File: config.mk
export PLATFORM = sky130hd
export DESIGN_NAME = css_seq
export DESIGN_NICKNAME = d
export VERILOG_FILES = /design/src/hw/css_seq.v
export VERILOG_INCLUDE_DIRS = /design/src /design/src/hw
export SDC_FILE = /design/constraint.sdc
export NUM_CORES = 2
export LEC_CHECK = 0
export BUFFER_PORTS_ARGS = -buffer_cell sky130_fd_sc_hd__buf_2
export CAP_MARGIN = 20
export CORE_MARGIN = 5
export CORE_UTILIZATION = 65
export CTS_CLUSTER_SIZE = 10
export DETAILED_ROUTE_END_ITERATION = 8
export GPL_TIMING_DRIVEN = 1
export PLACE_DENSITY_LB_ADDON = 0.1
export RECOVER_POWER = 50
export SYNTH_ARGS = -nofsm -noshare
export SYNTH_HDL_FRONTEND = slang
export SYNTH_SLANG_ARGS = --single-unit
File: constraint.sdc
create_clock -name clock_in -period 11.4 [get_ports clock_in]
set_clock_uncertainty 0.05 [all_clocks]
set_input_delay 1.71 -clock clock_in [delete_from_list [all_inputs] [get_ports clock_in]]
set_output_delay 1.71 -clock clock_in [all_outputs]
set_load 0.005 [all_outputs]
File: src/hw/css_defs.vh
`ifndef CSS_DEFS_VH
`define CSS_DEFS_VH

// Register word addresses
`define CSS_A_CTRL    8'h00
`define CSS_A_STAT    8'h01
`define CSS_A_WDOG    8'h02
`define CSS_A_SCAN    8'h03
`define CSS_A_RETAIN  8'h04
`define CSS_A_FORCE   8'h05
`define CSS_A_SYSW    8'h06
`define CSS_A_SYSR    8'h07
`define CSS_A_IMG     8'h08
`define CSS_A_IMG_TOP 8'h0e
`define CSS_A_DREG    8'h10
`define CSS_A_DR_TOP  8'h17

// Control register fields
`define CSS_CTRL_RUN  0
`define CSS_CTRL_STOP 1
`define CSS_CTRL_CLR  2

// Force register fields
`define CSS_FRC_VAL   7
`define CSS_FRC_OVR   8
`define CSS_FRC_REM   9

// Retention mask fields
`define CSS_RET_CTL   0
`define CSS_RET_DREG  1
`define CSS_RET_TMR   2
`define CSS_RET_CNT   3
`define CSS_RETAIN_RST 4'h2

// Image layout, flat bit index
`define CSS_IMG_BITS  112
`define CSS_IMG_OUT   7'd32
`define CSS_IMG_END   7'd112

// Watchdog limit in milliseconds
`define CSS_WD_RST    16'd200
`define CSS_WD_MIN    16'd5
`define CSS_WD_MAX    16'd10000

// Timing
`define CSS_CLK_NS    5
`define CSS_MS_NS     1000000

`endif

File: src/hw/css_seq.v
`timescale 1ns/1ps
`include "css_defs.vh"

module css_seq #(
   parameter MS_CYCLES = `CSS_MS_NS / `CSS_CLK_NS
) (
   // Clock and reset
   input  wire        clock_in,
   input  wire        rst_b_in,
   // Register port
   input  wire [7:0]  reg_addr_in,
   input  wire [15:0] reg_wdata_in,
   input  wire        reg_wr_in,
   input  wire        reg_rd_in,
   output reg  [15:0] reg_rdata_out,
   // Field pins
   input  wire [31:0] pin_in_in,
   input  wire        mode_sw_run_in,
   input  wire        usb_low_pwr_in,
   input  wire        err_fatal_in,
   input  wire        err_nonfatal_in,
   output reg  [31:0] pin_out_out,
   // Program solve engine
   output reg         solve_go_out,
   input  wire        solve_done_in,
   input  wire        sol_wr_in,
   input  wire [6:0]  sol_addr_in,
   input  wire        sol_bit_in,
   input  wire        sol_imm_in,
   output reg         sol_rdata_out,
   input  wire        sol_dw_in,
   input  wire [2:0]  sol_daddr_in,
   input  wire [15:0] sol_dwdata_in,
   // Status
   output reg         run_mode_out,
   output reg  [2:0]  segment_out
);

   // Scan segments
   localparam [2:0] S_INIT  = 3'd0;
   localparam [2:0] S_READ  = 3'd1;
   localparam [2:0] S_SERV  = 3'd2;
   localparam [2:0] S_SYS   = 3'd3;
   localparam [2:0] S_SOLVE = 3'd4;
   localparam [2:0] S_WRITE = 3'd5;
   localparam [2:0] S_DIAG  = 3'd6;
   localparam [31:0] MS_LAST = MS_CYCLES - 1;

   // Overrides take priority over any image write
   function [`CSS_IMG_BITS-1:0] ovr_apply;
      input [`CSS_IMG_BITS-1:0] img;
      input [`CSS_IMG_BITS-1:0] en;
      input [`CSS_IMG_BITS-1:0] val;
      begin
         ovr_apply = (img & ~en) | (val & en);
      end
   endfunction
   // Valid image bit index
   function in_img;
      input [6:0] idx;
      begin
         in_img = (idx < `CSS_IMG_END);
      end
   endfunction
   reg  [35:0]              sync1_r;
   reg  [35:0]              sync2_r;
   reg  [2:0]               state_r;
   reg  [3:0]               init_idx_r;
   reg  [`CSS_IMG_BITS-1:0] img_r;
   reg  [`CSS_IMG_BITS-1:0] img_nxt;
   reg  [`CSS_IMG_BITS-1:0] ovr_en_r;
   reg  [`CSS_IMG_BITS-1:0] ovr_val_r;
   reg  [15:0]              dreg_r [0:7];
   reg                      run_r;
   reg                      fatal_r;
   reg                      nfe_r;
   reg                      wdtrip_r;
   reg                      reject_r;
   reg                      sw_prev_r;
   reg                      first_r;
   reg  [15:0]              wd_lim_r;
   reg  [15:0]              wd_ms_r;
   reg  [31:0]              tick_cnt_r;
   reg                      tick_r;
   reg  [15:0]              scan_cyc_r;
   reg  [15:0]              scan_avg_r;
   reg  [15:0]              scan_cnt_r;
   reg  [15:0]              sys_relay_r;
   reg  [3:0]               retain_r;
   reg                      frc_pend_r;
   reg  [6:0]               frc_idx_r;
   reg                      frc_val_r;
   reg  [16:0]              avg_sum;
   wire [31:0]              pins_s;
   wire                     sw_run_s;
   wire                     low_pwr_s;
   wire                     fatal_s;
   wire                     nonfatal_s;
   wire                     wd_over;
   wire                     wr_ctrl;
   wire                     wr_setup;
   // Two-stage synchronisers for all pins
   always @(posedge clock_in) begin
      if (!rst_b_in) begin
         sync1_r <= 36'h0;
         sync2_r <= 36'h0;
      end else begin
         sync1_r <= {err_nonfatal_in, err_fatal_in, usb_low_pwr_in, mode_sw_run_in, pin_in_in};
         sync2_r <= sync1_r;
      end
   end
   assign pins_s     = sync2_r[31:0];
   assign sw_run_s   = sync2_r[32];
   assign low_pwr_s  = sync2_r[33];
   assign fatal_s    = sync2_r[34];
   assign nonfatal_s = sync2_r[35];
   // Millisecond tick, restarted at solve start
   always @(posedge clock_in) begin
      if (!rst_b_in) begin
         tick_cnt_r <= 32'h0;
         tick_r     <= 1'b0;
      end else if (state_r != S_SOLVE || tick_cnt_r == MS_LAST) begin
         tick_cnt_r <= 32'h0;
         tick_r     <= (state_r == S_SOLVE);
      end else begin
         tick_cnt_r <= tick_cnt_r + 32'h1;
         tick_r     <= 1'b0;
      end
   end
   assign wd_over  = (state_r == S_SOLVE) && (wd_ms_r >= wd_lim_r);
   assign wr_ctrl  = reg_wr_in && (reg_addr_in == `CSS_A_CTRL);
   assign wr_setup = reg_wr_in && !run_r;
   // Next image: capture, forces, solve writes, then overrides
   always @* begin
      img_nxt = img_r;
      case (state_r)
         S_INIT: begin
            if (init_idx_r == 4'h0) begin
               img_nxt[63:0] = 64'h0;
               if (!retain_r[`CSS_RET_CTL])
                  img_nxt[79:64] = 16'h0;
               if (!retain_r[`CSS_RET_TMR])
                  img_nxt[95:80] = 16'h0;
               if (!retain_r[`CSS_RET_CNT])
                  img_nxt[111:96] = 16'h0;
            end
         end
         S_READ: begin
            img_nxt[31:0] = pins_s;
         end
         S_SERV: begin
            if (frc_pend_r && in_img(frc_idx_r))
               img_nxt[frc_idx_r] = frc_val_r;
         end
         S_SOLVE: begin
            if (sol_wr_in && sol_addr_in >= `CSS_IMG_OUT && in_img(sol_addr_in))
               img_nxt[sol_addr_in] = sol_bit_in;
         end
         default: img_nxt = img_r;
      endcase
      img_nxt = ovr_apply(img_nxt, ovr_en_r, ovr_val_r);
   end
   // Image and data registers, retentive parts have no reset
   always @(posedge clock_in) begin
      img_r <= img_nxt;
      if (state_r == S_INIT && !retain_r[`CSS_RET_DREG] && !init_idx_r[3])
         dreg_r[init_idx_r[2:0]] <= 16'h0;
      else if (state_r == S_SOLVE && sol_dw_in)
         dreg_r[sol_daddr_in] <= sol_dwdata_in;
      else if (reg_wr_in && reg_addr_in >= `CSS_A_DREG && reg_addr_in <= `CSS_A_DR_TOP)
         dreg_r[reg_addr_in[2:0]] <= reg_wdata_in;
   end
   // Scan sequencer
   always @(posedge clock_in) begin
      if (!rst_b_in) begin
         state_r      <= S_INIT;
         init_idx_r   <= 4'h0;
         solve_go_out <= 1'b0;
         segment_out  <= S_INIT;
      end else begin
         solve_go_out <= 1'b0;
         case (state_r)
            S_INIT: begin
               init_idx_r <= init_idx_r + 4'h1;
               if (init_idx_r == 4'h8)
                  state_r <= S_READ;
            end
            S_READ:  state_r <= S_SERV;
            S_SERV:  state_r <= S_SYS;
            S_SYS: begin
               if (run_r) begin
                  state_r      <= S_SOLVE;
                  solve_go_out <= 1'b1;
               end else begin
                  state_r <= S_WRITE;
               end
            end
            S_SOLVE: begin
               if (solve_done_in || wd_over)
                  state_r <= S_WRITE;
               else
                  solve_go_out <= 1'b1;
            end
            S_WRITE: state_r <= S_DIAG;
            S_DIAG:  state_r <= S_READ;
            default: state_r <= S_INIT;
         endcase
         segment_out <= state_r;
      end
   end
   // Operating mode and error flags
   always @(posedge clock_in) begin
      if (!rst_b_in) begin
         run_r     <= 1'b0;
         fatal_r   <= 1'b0;
         nfe_r     <= 1'b0;
         wdtrip_r  <= 1'b0;
         reject_r  <= 1'b0;
         sw_prev_r <= 1'b0;
      end else begin
         sw_prev_r <= sw_run_s;
         // Clears first, so an event in the same cycle wins
         if (wr_ctrl && reg_wdata_in[`CSS_CTRL_CLR]) begin
            fatal_r  <= 1'b0;
            nfe_r    <= 1'b0;
            wdtrip_r <= 1'b0;
            reject_r <= 1'b0;
         end
         if (wr_ctrl && (reg_wdata_in[`CSS_CTRL_RUN] || reg_wdata_in[`CSS_CTRL_STOP])) begin
            if (!sw_run_s)
               reject_r <= 1'b1;
            else if (reg_wdata_in[`CSS_CTRL_STOP])
               run_r <= 1'b0;
            else if (!low_pwr_s && !fatal_r)
               run_r <= 1'b1;
         end
         if (sw_run_s && !sw_prev_r && !low_pwr_s && !fatal_r)
            run_r <= 1'b1;
         if (!sw_run_s)
            run_r <= 1'b0;
         if (state_r == S_DIAG && nonfatal_s)
            nfe_r <= 1'b1;
         if (state_r == S_DIAG && fatal_s) begin
            fatal_r <= 1'b1;
            run_r   <= 1'b0;
         end
         if (wd_over) begin
            fatal_r  <= 1'b1;
            wdtrip_r <= 1'b1;
            run_r    <= 1'b0;
         end
      end
   end
   // Physical outputs, off whenever not running
   always @(posedge clock_in) begin
      if (!rst_b_in) begin
         pin_out_out  <= 32'h0;
         run_mode_out <= 1'b0;
      end else begin
         run_mode_out <= run_r;
         if (!run_r)
            pin_out_out <= 32'h0;
         else if (state_r == S_WRITE)
            pin_out_out <= img_r[63:32];
      end
   end
   // Watchdog, scan time and system status
   always @(posedge clock_in) begin
      if (!rst_b_in) begin
         wd_ms_r     <= 16'h0;
         scan_cyc_r  <= 16'h0;
         scan_avg_r  <= 16'h0;
         scan_cnt_r  <= 16'h0;
         sys_relay_r <= 16'h0;
         first_r     <= 1'b1;
      end else begin
         if (state_r != S_SOLVE || state_r == S_DIAG)
            wd_ms_r <= 16'h0;
         else if (tick_r && wd_ms_r != 16'hffff)
            wd_ms_r <= wd_ms_r + 16'h1;
         if (state_r == S_DIAG) begin
            scan_cyc_r <= 16'h0;
            scan_avg_r <= avg_sum[16:1];
            first_r    <= 1'b0;
         end else if (state_r != S_INIT && scan_cyc_r != 16'hffff) begin
            scan_cyc_r <= scan_cyc_r + 16'h1;
         end
         if (state_r == S_SYS) begin
            scan_cnt_r  <= scan_cnt_r + 16'h1;
            sys_relay_r <= {9'h0, reject_r, wdtrip_r, low_pwr_s, sw_run_s, nfe_r, run_r, first_r};
         end
      end
   end
   // Running average of scan length in cycles
   always @* begin
      avg_sum = {1'b0, scan_avg_r} + {1'b0, scan_cyc_r};
   end
   // Setup registers and peripheral forces
   always @(posedge clock_in) begin
      if (!rst_b_in) begin
         wd_lim_r   <= `CSS_WD_RST;
         retain_r   <= `CSS_RETAIN_RST;
         ovr_en_r   <= {`CSS_IMG_BITS{1'b0}};
         ovr_val_r  <= {`CSS_IMG_BITS{1'b0}};
         frc_pend_r <= 1'b0;
         frc_idx_r  <= 7'h0;
         frc_val_r  <= 1'b0;
      end else begin
         if (state_r == S_SERV)
            frc_pend_r <= 1'b0;
         if (wr_setup && reg_addr_in == `CSS_A_WDOG) begin
            if (reg_wdata_in < `CSS_WD_MIN)
               wd_lim_r <= `CSS_WD_MIN;
            else if (reg_wdata_in > `CSS_WD_MAX)
               wd_lim_r <= `CSS_WD_MAX;
            else
               wd_lim_r <= reg_wdata_in;
         end
         if (wr_setup && reg_addr_in == `CSS_A_RETAIN)
            retain_r <= reg_wdata_in[3:0];
         if (reg_wr_in && reg_addr_in == `CSS_A_FORCE && in_img(reg_wdata_in[6:0])) begin
            if (reg_wdata_in[`CSS_FRC_REM]) begin
               ovr_en_r[reg_wdata_in[6:0]] <= 1'b0;
            end else if (reg_wdata_in[`CSS_FRC_OVR]) begin
               ovr_en_r[reg_wdata_in[6:0]]  <= 1'b1;
               ovr_val_r[reg_wdata_in[6:0]] <= reg_wdata_in[`CSS_FRC_VAL];
            end else begin
               frc_pend_r <= 1'b1;
               frc_idx_r  <= reg_wdata_in[6:0];
               frc_val_r  <= reg_wdata_in[`CSS_FRC_VAL];
            end
         end
      end
   end
   // Solve engine bit reads, immediate ones see live pins
   always @(posedge clock_in) begin
      if (!rst_b_in)
         sol_rdata_out <= 1'b0;
      else if (sol_imm_in && sol_addr_in < `CSS_IMG_OUT)
         sol_rdata_out <= pins_s[sol_addr_in[4:0]];
      else if (in_img(sol_addr_in))
         sol_rdata_out <= img_r[sol_addr_in];
      else
         sol_rdata_out <= 1'b0;
   end
   // Register read data, one cycle after the strobe
   always @(posedge clock_in) begin
      if (!rst_b_in) begin
         reg_rdata_out <= 16'h0;
      end else if (reg_rd_in) begin
         case (reg_addr_in)
            `CSS_A_CTRL:   reg_rdata_out <= 16'h0;
            `CSS_A_STAT:   reg_rdata_out <= {5'h0, state_r, 1'b0, reject_r, wdtrip_r, nfe_r,
                                             fatal_r, low_pwr_s, sw_run_s, run_r};
            `CSS_A_WDOG:   reg_rdata_out <= wd_lim_r;
            `CSS_A_SCAN:   reg_rdata_out <= scan_avg_r;
            `CSS_A_RETAIN: reg_rdata_out <= {12'h0, retain_r};
            `CSS_A_SYSW:   reg_rdata_out <= scan_cnt_r;
            `CSS_A_SYSR:   reg_rdata_out <= sys_relay_r;
            default: begin
               if (reg_addr_in >= `CSS_A_IMG && reg_addr_in <= `CSS_A_IMG_TOP)
                  reg_rdata_out <= img_r[{reg_addr_in[2:0], 4'h0} +: 16];
               else if (reg_addr_in >= `CSS_A_DREG && reg_addr_in <= `CSS_A_DR_TOP)
                  reg_rdata_out <= dreg_r[reg_addr_in[2:0]];
               else
                  reg_rdata_out <= 16'h0;
            end
         endcase
      end
   end
endmodule // css_seq

# ---- Yosys cells after proc, flatten, opt, wreduce, memory -nomap -nowiden
# Memory sizes are Yosys's and may differ from the RTL's.
# Cells that the tools add are included.
dict set report op_classes {
  n_addsub 6
  magnitude_cmp 19
  eq_ne 20
  n_shift 1
  muxes 68
  bitwise_logic 11
  reduce_logical 64
}
# operator n
set ops {}
lappend ops {{112-bit two-way mux} 5}
lappend ops {{112-bit bitwise AND} 3}
lappend ops {{112-bit bitwise mux} 3}
lappend ops {{80-bit one-hot mux with 3 select lines} 1}
lappend ops {{112-bit inverter} 2}
lappend ops {{112-bit OR} 2}
lappend ops {{16-bit two-way mux} 9}
lappend ops {{32-bit one-hot mux with 4 select lines} 1}
lappend ops {{16-bit one-hot mux with 7 select lines} 1}
lappend ops {{112-bit by 8-bit variable part select with 16-bit output} 1}
lappend ops {{16-bit by 1-bit adder with 16-bit output, second input constant} 3}
lappend ops {{1-bit two-way mux} 37}
lappend ops {{32-bit by 1-bit adder with 32-bit output, second input constant} 1}
lappend ops {{32-bit by 18-bit == test with 1-bit output, second input constant} 1}
lappend ops {{8-bit by 3-bit == test with 1-bit output, second input constant} 4}
lappend ops {{16-bit != test, second input constant} 2}
lappend ops {{16-bit OR reduction} 2}
lappend ops {{1-bit logical AND} 31}
lappend ops {{7-bit by 8-bit < comparator with 1-bit output, second input constant} 3}
lappend ops {{1-bit demux with 7-bit select} 3}
lappend ops {{7-bit by 1-bit >= comparator with 1-bit output, second input constant} 3}
lappend ops {{7-bit < comparator, second input constant} 3}
lappend ops {{3-bit one-hot mux with 7 select lines} 1}
lappend ops {{16-bit by 16-bit adder with 17-bit output} 1}
lappend ops {{35 further kinds} 66}
dict set report totals {
  ff_bits 609
  ram_bits 128
  input_bits 95
  out_inout_bits 54
  elab_cells 222
  memories 1
}
# name words width read_ports rd_clocked_by_memory_dff wr line_no
set mem_list {}
lappend mem_list {dreg_r 8 16 1 0 1 css_seq.v:73} ;# reg [15:0] dreg_r [0:7];

# ---- Logic depth before layout (Yosys ltp)
dict set report logic_depth {
  ltp_word 9
  ltp_mapped 11
  depth_no_buf 9
}

# ---- Least setup slack after synthesis
# OpenSTA, ideal clock, no wires.
dict set report synth_timing {
  kind {input to register}
  from {input port reg_addr_in[5]}
  to {memory dreg_r[2][0] (enable)}
  setup_time_ns 0.413
  t_arrival_ns 4.279
  t_required_ns 10.937
  path_slack_ns 6.658
  stages 7
  n_path_buf 1
  path_cell_list {nor4_4 > nand2_1 > a211oi_2 > buf_2 > o21ai_0 > nand2b_1 > nor3b_1}
}
dict set report synth_between {
  elab_chain_len 9
  elab_cells_between_ends 11
  cone_classes {order compare: 2; mux: 6; reduce/logical: 3}
}
# element line_no
set synth_lines {}
lappend synth_lines {{start, declared} css_seq.v:11} ;# input wire [7:0] reg_addr_in,
lappend synth_lines {{8-bit by 5-bit >= comparator with 1-bit output (no source line)} -}
lappend synth_lines {{1-bit logical AND (no source line)} -}
lappend synth_lines {{1-bit logical AND (no source line) *} -}
lappend synth_lines {{1-bit two-way mux *} css_seq.v:170} ;# else if (reg_wr_in && reg_addr_in >= `CSS_A_DREG && reg_addr_in <= `CSS_A_DR_TOP)
lappend synth_lines {{1-bit two-way mux *} css_seq.v:168} ;# else if (state_r == S_SOLVE && sol_dw_in)
lappend synth_lines {{1-bit two-way mux *} css_seq.v:166} ;# if (state_r == S_INIT && !retain_r[`CSS_RET_DREG] && !init_idx_r[3])
lappend synth_lines {{1-bit two-way mux (not written as such) *} css_seq.v:171} ;# dreg_r[reg_addr_in[2:0]] <= reg_wdata_in;
lappend synth_lines {{16-bit OR reduction (no source line)} -}
lappend synth_lines {{3-bit two-way mux (no source line) / 1-bit two-way mux (equally long branches)} -}
lappend synth_lines {{end, declared} css_seq.v:73}
# Mark *: on every way between the ends. The rest lies on a longest branch, timed or not.

# ---- Worst setup path after layout
dict set report layout_timing {
  from {input port rst_b_in}
  to {register ovr_val_r[101], in the netlist ovr_apply.val[101]}
}
# element line_no
set layout_lines {}
lappend layout_lines {{start, declared} css_seq.v:9} ;# input wire rst_b_in,
lappend layout_lines {{end signal, assigned} css_seq.v:304} ;# ovr_val_r <= {`CSS_IMG_BITS{1'b0}};
lappend layout_lines {{end signal, assigned by index} css_seq.v:326} ;# ovr_val_r[reg_wdata_in[6:0]] <= reg_wdata_in[`CSS_FRC_VAL];
lappend layout_lines {{end, declared} css_seq.v:72} ;# reg [`CSS_IMG_BITS-1:0] ovr_val_r;
# No word-level cell between the ends.

==> impl_metrics.yaml <==
run_status:
  status: "complete, but fails checks"
  violations: "capacitance limit, slew limit"
yosys:
  synth-seq-cells: 737
  synth.net_count: 4281
  ys.flop_type: "dfxtp_1"
  yosysSeqAreaShare_pct: 46.4
  syn_avg_cell_area_um2: 8.92
  yosys-top-cells-area: "dfxtp_1 27%, edfxtp_1 19%, a21oi_1 6.9%"
  syn_inst: 4148
  yosysWarningCount: 0
  yosysTopAreaCell: "dfxtp_1"
  synth_edf_count: 240
  synth_top_cell_area_share_pct: 26.9
  syn_area_um2: 37000
  synth.distinct_cells: 79
  ys_async_sr_fraction_pct: 0
setup_path:
  path_cells: "buf_2, clkbuf_1, clkinvlp_2, buf_4, buf_16, a21oi_1"
  crit-reg2reg-launch: "state_r[2]$_SDFFE_PN0P_"
  startpoint_type: "input pin"
  cp_slowest_cell: "clkinvlp_2"
  crit_start: "rst_b_in"
  crit_fanout: 97
  crit_arrival_ps: 7910
  required_ps: 11920
  path_delay_family: "buffers and inverters"
  critical_path_class: "input pin to flip-flop"
  endpoint_kind: "flip-flop"
  slowest_delay_ps: 3330
  cp_num_buf_inv: 5
routing:
  vias_per_cell: 6.82
  wl_met1_um: 48300
  drt-initial-drc-count: 4753
  wl_met3_um: 18300
  dr_wl_met2_um: 58200
  dr.pass1.iters: 8
  antenna_left: 0
  maxUsedRoutingLayer: "met5"
  drc: 0
  wl_per_cell_um: 27.1
  drt-total-wl_um: 135000
  dr_total_vias: 33821
floorplan:
  coreArea_um2: 56400
  rows: 87
  die_h_um: 249
  start_util_pct: 65.6
  die_w_um: 249
  dieArea_um2: 61800
  ioPinCount: 149
finish:
  nets: 4276
  finalInstanceArea_um2: 40500
  fin_util_pct: 71.8
  fillers: 4421
  final-seq-area_um2: 17200
  multiInputGateArea_um2: 18500
  drive_above_1_share_pct: 12.1
  area_growth_pct: 9.42
clock_network:
  cts_resized: 0
  cts_root_buf: "clkbuf_16"
  cts.sinks: 737
  cts_tree: "yes"
  clk_latency_ps: 660
  clockBufferDepth: 3
  cts_hold_buffers: 0
  htree_levels: 3
  cts_setup_buffers: 0
  path_clk_slew_ps: 60
  cts_buffers: 85
timing:
  slew_viol_final: 347
  final_hold_viol_count: 0
  setup_viol: 0
  max_slew_margin_pct: -155
  rsz0062_at_grt: "false"
  finalCriticalPeriod_ps: 7390
  setup_tns_ps: 0
  tightest_slew_ps: 3800
  post-route-period-util_pct: 64.8
  fmax_mhz: 135
place:
  io_buffer_count: 148
  post_dp_cell_area_um2: 38100
  globalplace.congestion: 1.07
  hpwl_um: 89900
min_path:
  hold_path_class: "flip-flop to flip-flop"
  min_from: "sync1_r[21]$_SDFF_PN0_"
global_routing:
  grt-ovfl-total: 0
  grt_max_degree: 107
  grt_pass1_vias: 31269
  grt_first_pass_wirelength_um: 198000
  grt_antenna_before_repair: 9
  grt_use_total_pct: 41.4
power_and_ir_drop:
  power.density_nw_per_um2: 137
  leakage_nw: 13.7
  ir_worst_vdd_uv: 148
job:
  cap_viol_max_count: 6
## metrics by stage
| stage | setup slack (ps) | std cells | power (mW) | hold WS [ps] |
|---|---|---|---|---|
| global placement | 6010 | 4804 | 3.08 | 367 |
| detailed placement | 5940 | 4806 | 3.08 | 373 |
| finish | 4010 | 4961 | 5.54 | 371 |
| floorplan | 6660 | 4148 | 2.96 | 362 |
| global route | 3810 | 4959 | 5.68 | 373 |
| CTS | 6600 | 4950 | 5.53 | 366 |
## logic make-up after synthesis
family | share of synthesized area, %
buf+inv | 3.93
compound gates | 18.4
simple gates | 18.3
flops | 46.4
mux | 9.93
xor+xnor | 1.82
fa+ha+maj | 1.30
## worst paths after layout
| path | end | slack (ps) | cells past startpoint |
|---|---|---|---|
| max | ovr_apply.val[101]$_SDFFE_PN0P_ | 4010 | 6 |
| min | sync2_r[21]$_SDFF_PN0_ | 370 | 1 |
| max reg2reg | flip-flop | 4770 | 8 |
| min reg2reg | sync2_r[21]$_SDFF_PN0_ | 370 | 1 |
## layout make-up
type | instances | area share, %
multi-input cells | 3054 | 45.6
clock buffers | 136 | 5.80
well taps | 756 | 2.34
diodes | 5 | 0.0309
inverters | 39 | 0.365
clock inverters | 8 | 0.297
repair buffers | 226 | 3.23
flip-flops and latches | 737 | 42.4
## metal layers
layer,GRT usage (%),vias up
met5,0,-
met3,13.2,609
met2,62.2,2508
met4,23.6,6
li1,-,14855
met1,53.0,15843
## synth_stat cells, types with 45 or more instances
master and count:
nand2_1 514, a21oi_1 508, dfxtp_1 497, o21ai_0 497
nor2_1 272, clkbuf_1 249, edfxtp_1 240, mux2i_1 186
nand3_1 186, and2_1 92, or2_2 91, mux4_2 58
xor2_1 51, a22oi_1 50, or3_1 46, mux2_2 45
## cell usage in the layout, fill, tap and decap left out, drive strengths merged, types with 16 or more instances in the layout
master / netlist / routed
a31oi: 16 / 16
and2: 92 / 92
inv: 38 / 39
a211oi: 16 / 16
mux4: 58 / 58
o22ai: 16 / 16
nand3: 188 / 188
o21ai: 518 / 518
or3: 46 / 46
mux2i: 186 / 186
a22oi: 50 / 50
xor2: 51 / 51
or2: 92 / 92
dfxtp: 497 / 497
and3: 24 / 24
ha: 37 / 37
nand4: 29 / 29
nor2b: 27 / 27
mux2: 45 / 45
xnor2: 26 / 26
buf: 66 / 177
nand2b: 24 / 24
clkbuf: 252 / 185
nand2: 514 / 514
edfxtp: 240 / 240
o211ai: 25 / 25
nor3: 43 / 43
nor2: 280 / 280
a22o: 18 / 18
a21oi: 508 / 508
## power breakdown
part	internal (mW)	total [mW]	switching, mW
Clock	1.41	2.49	1.08
Combinational	0.0806	0.307	0.226
Sequential	2.72	2.74	0.0249
Total	4.21	5.54	1.33
(Power assumes the default switching activity.)
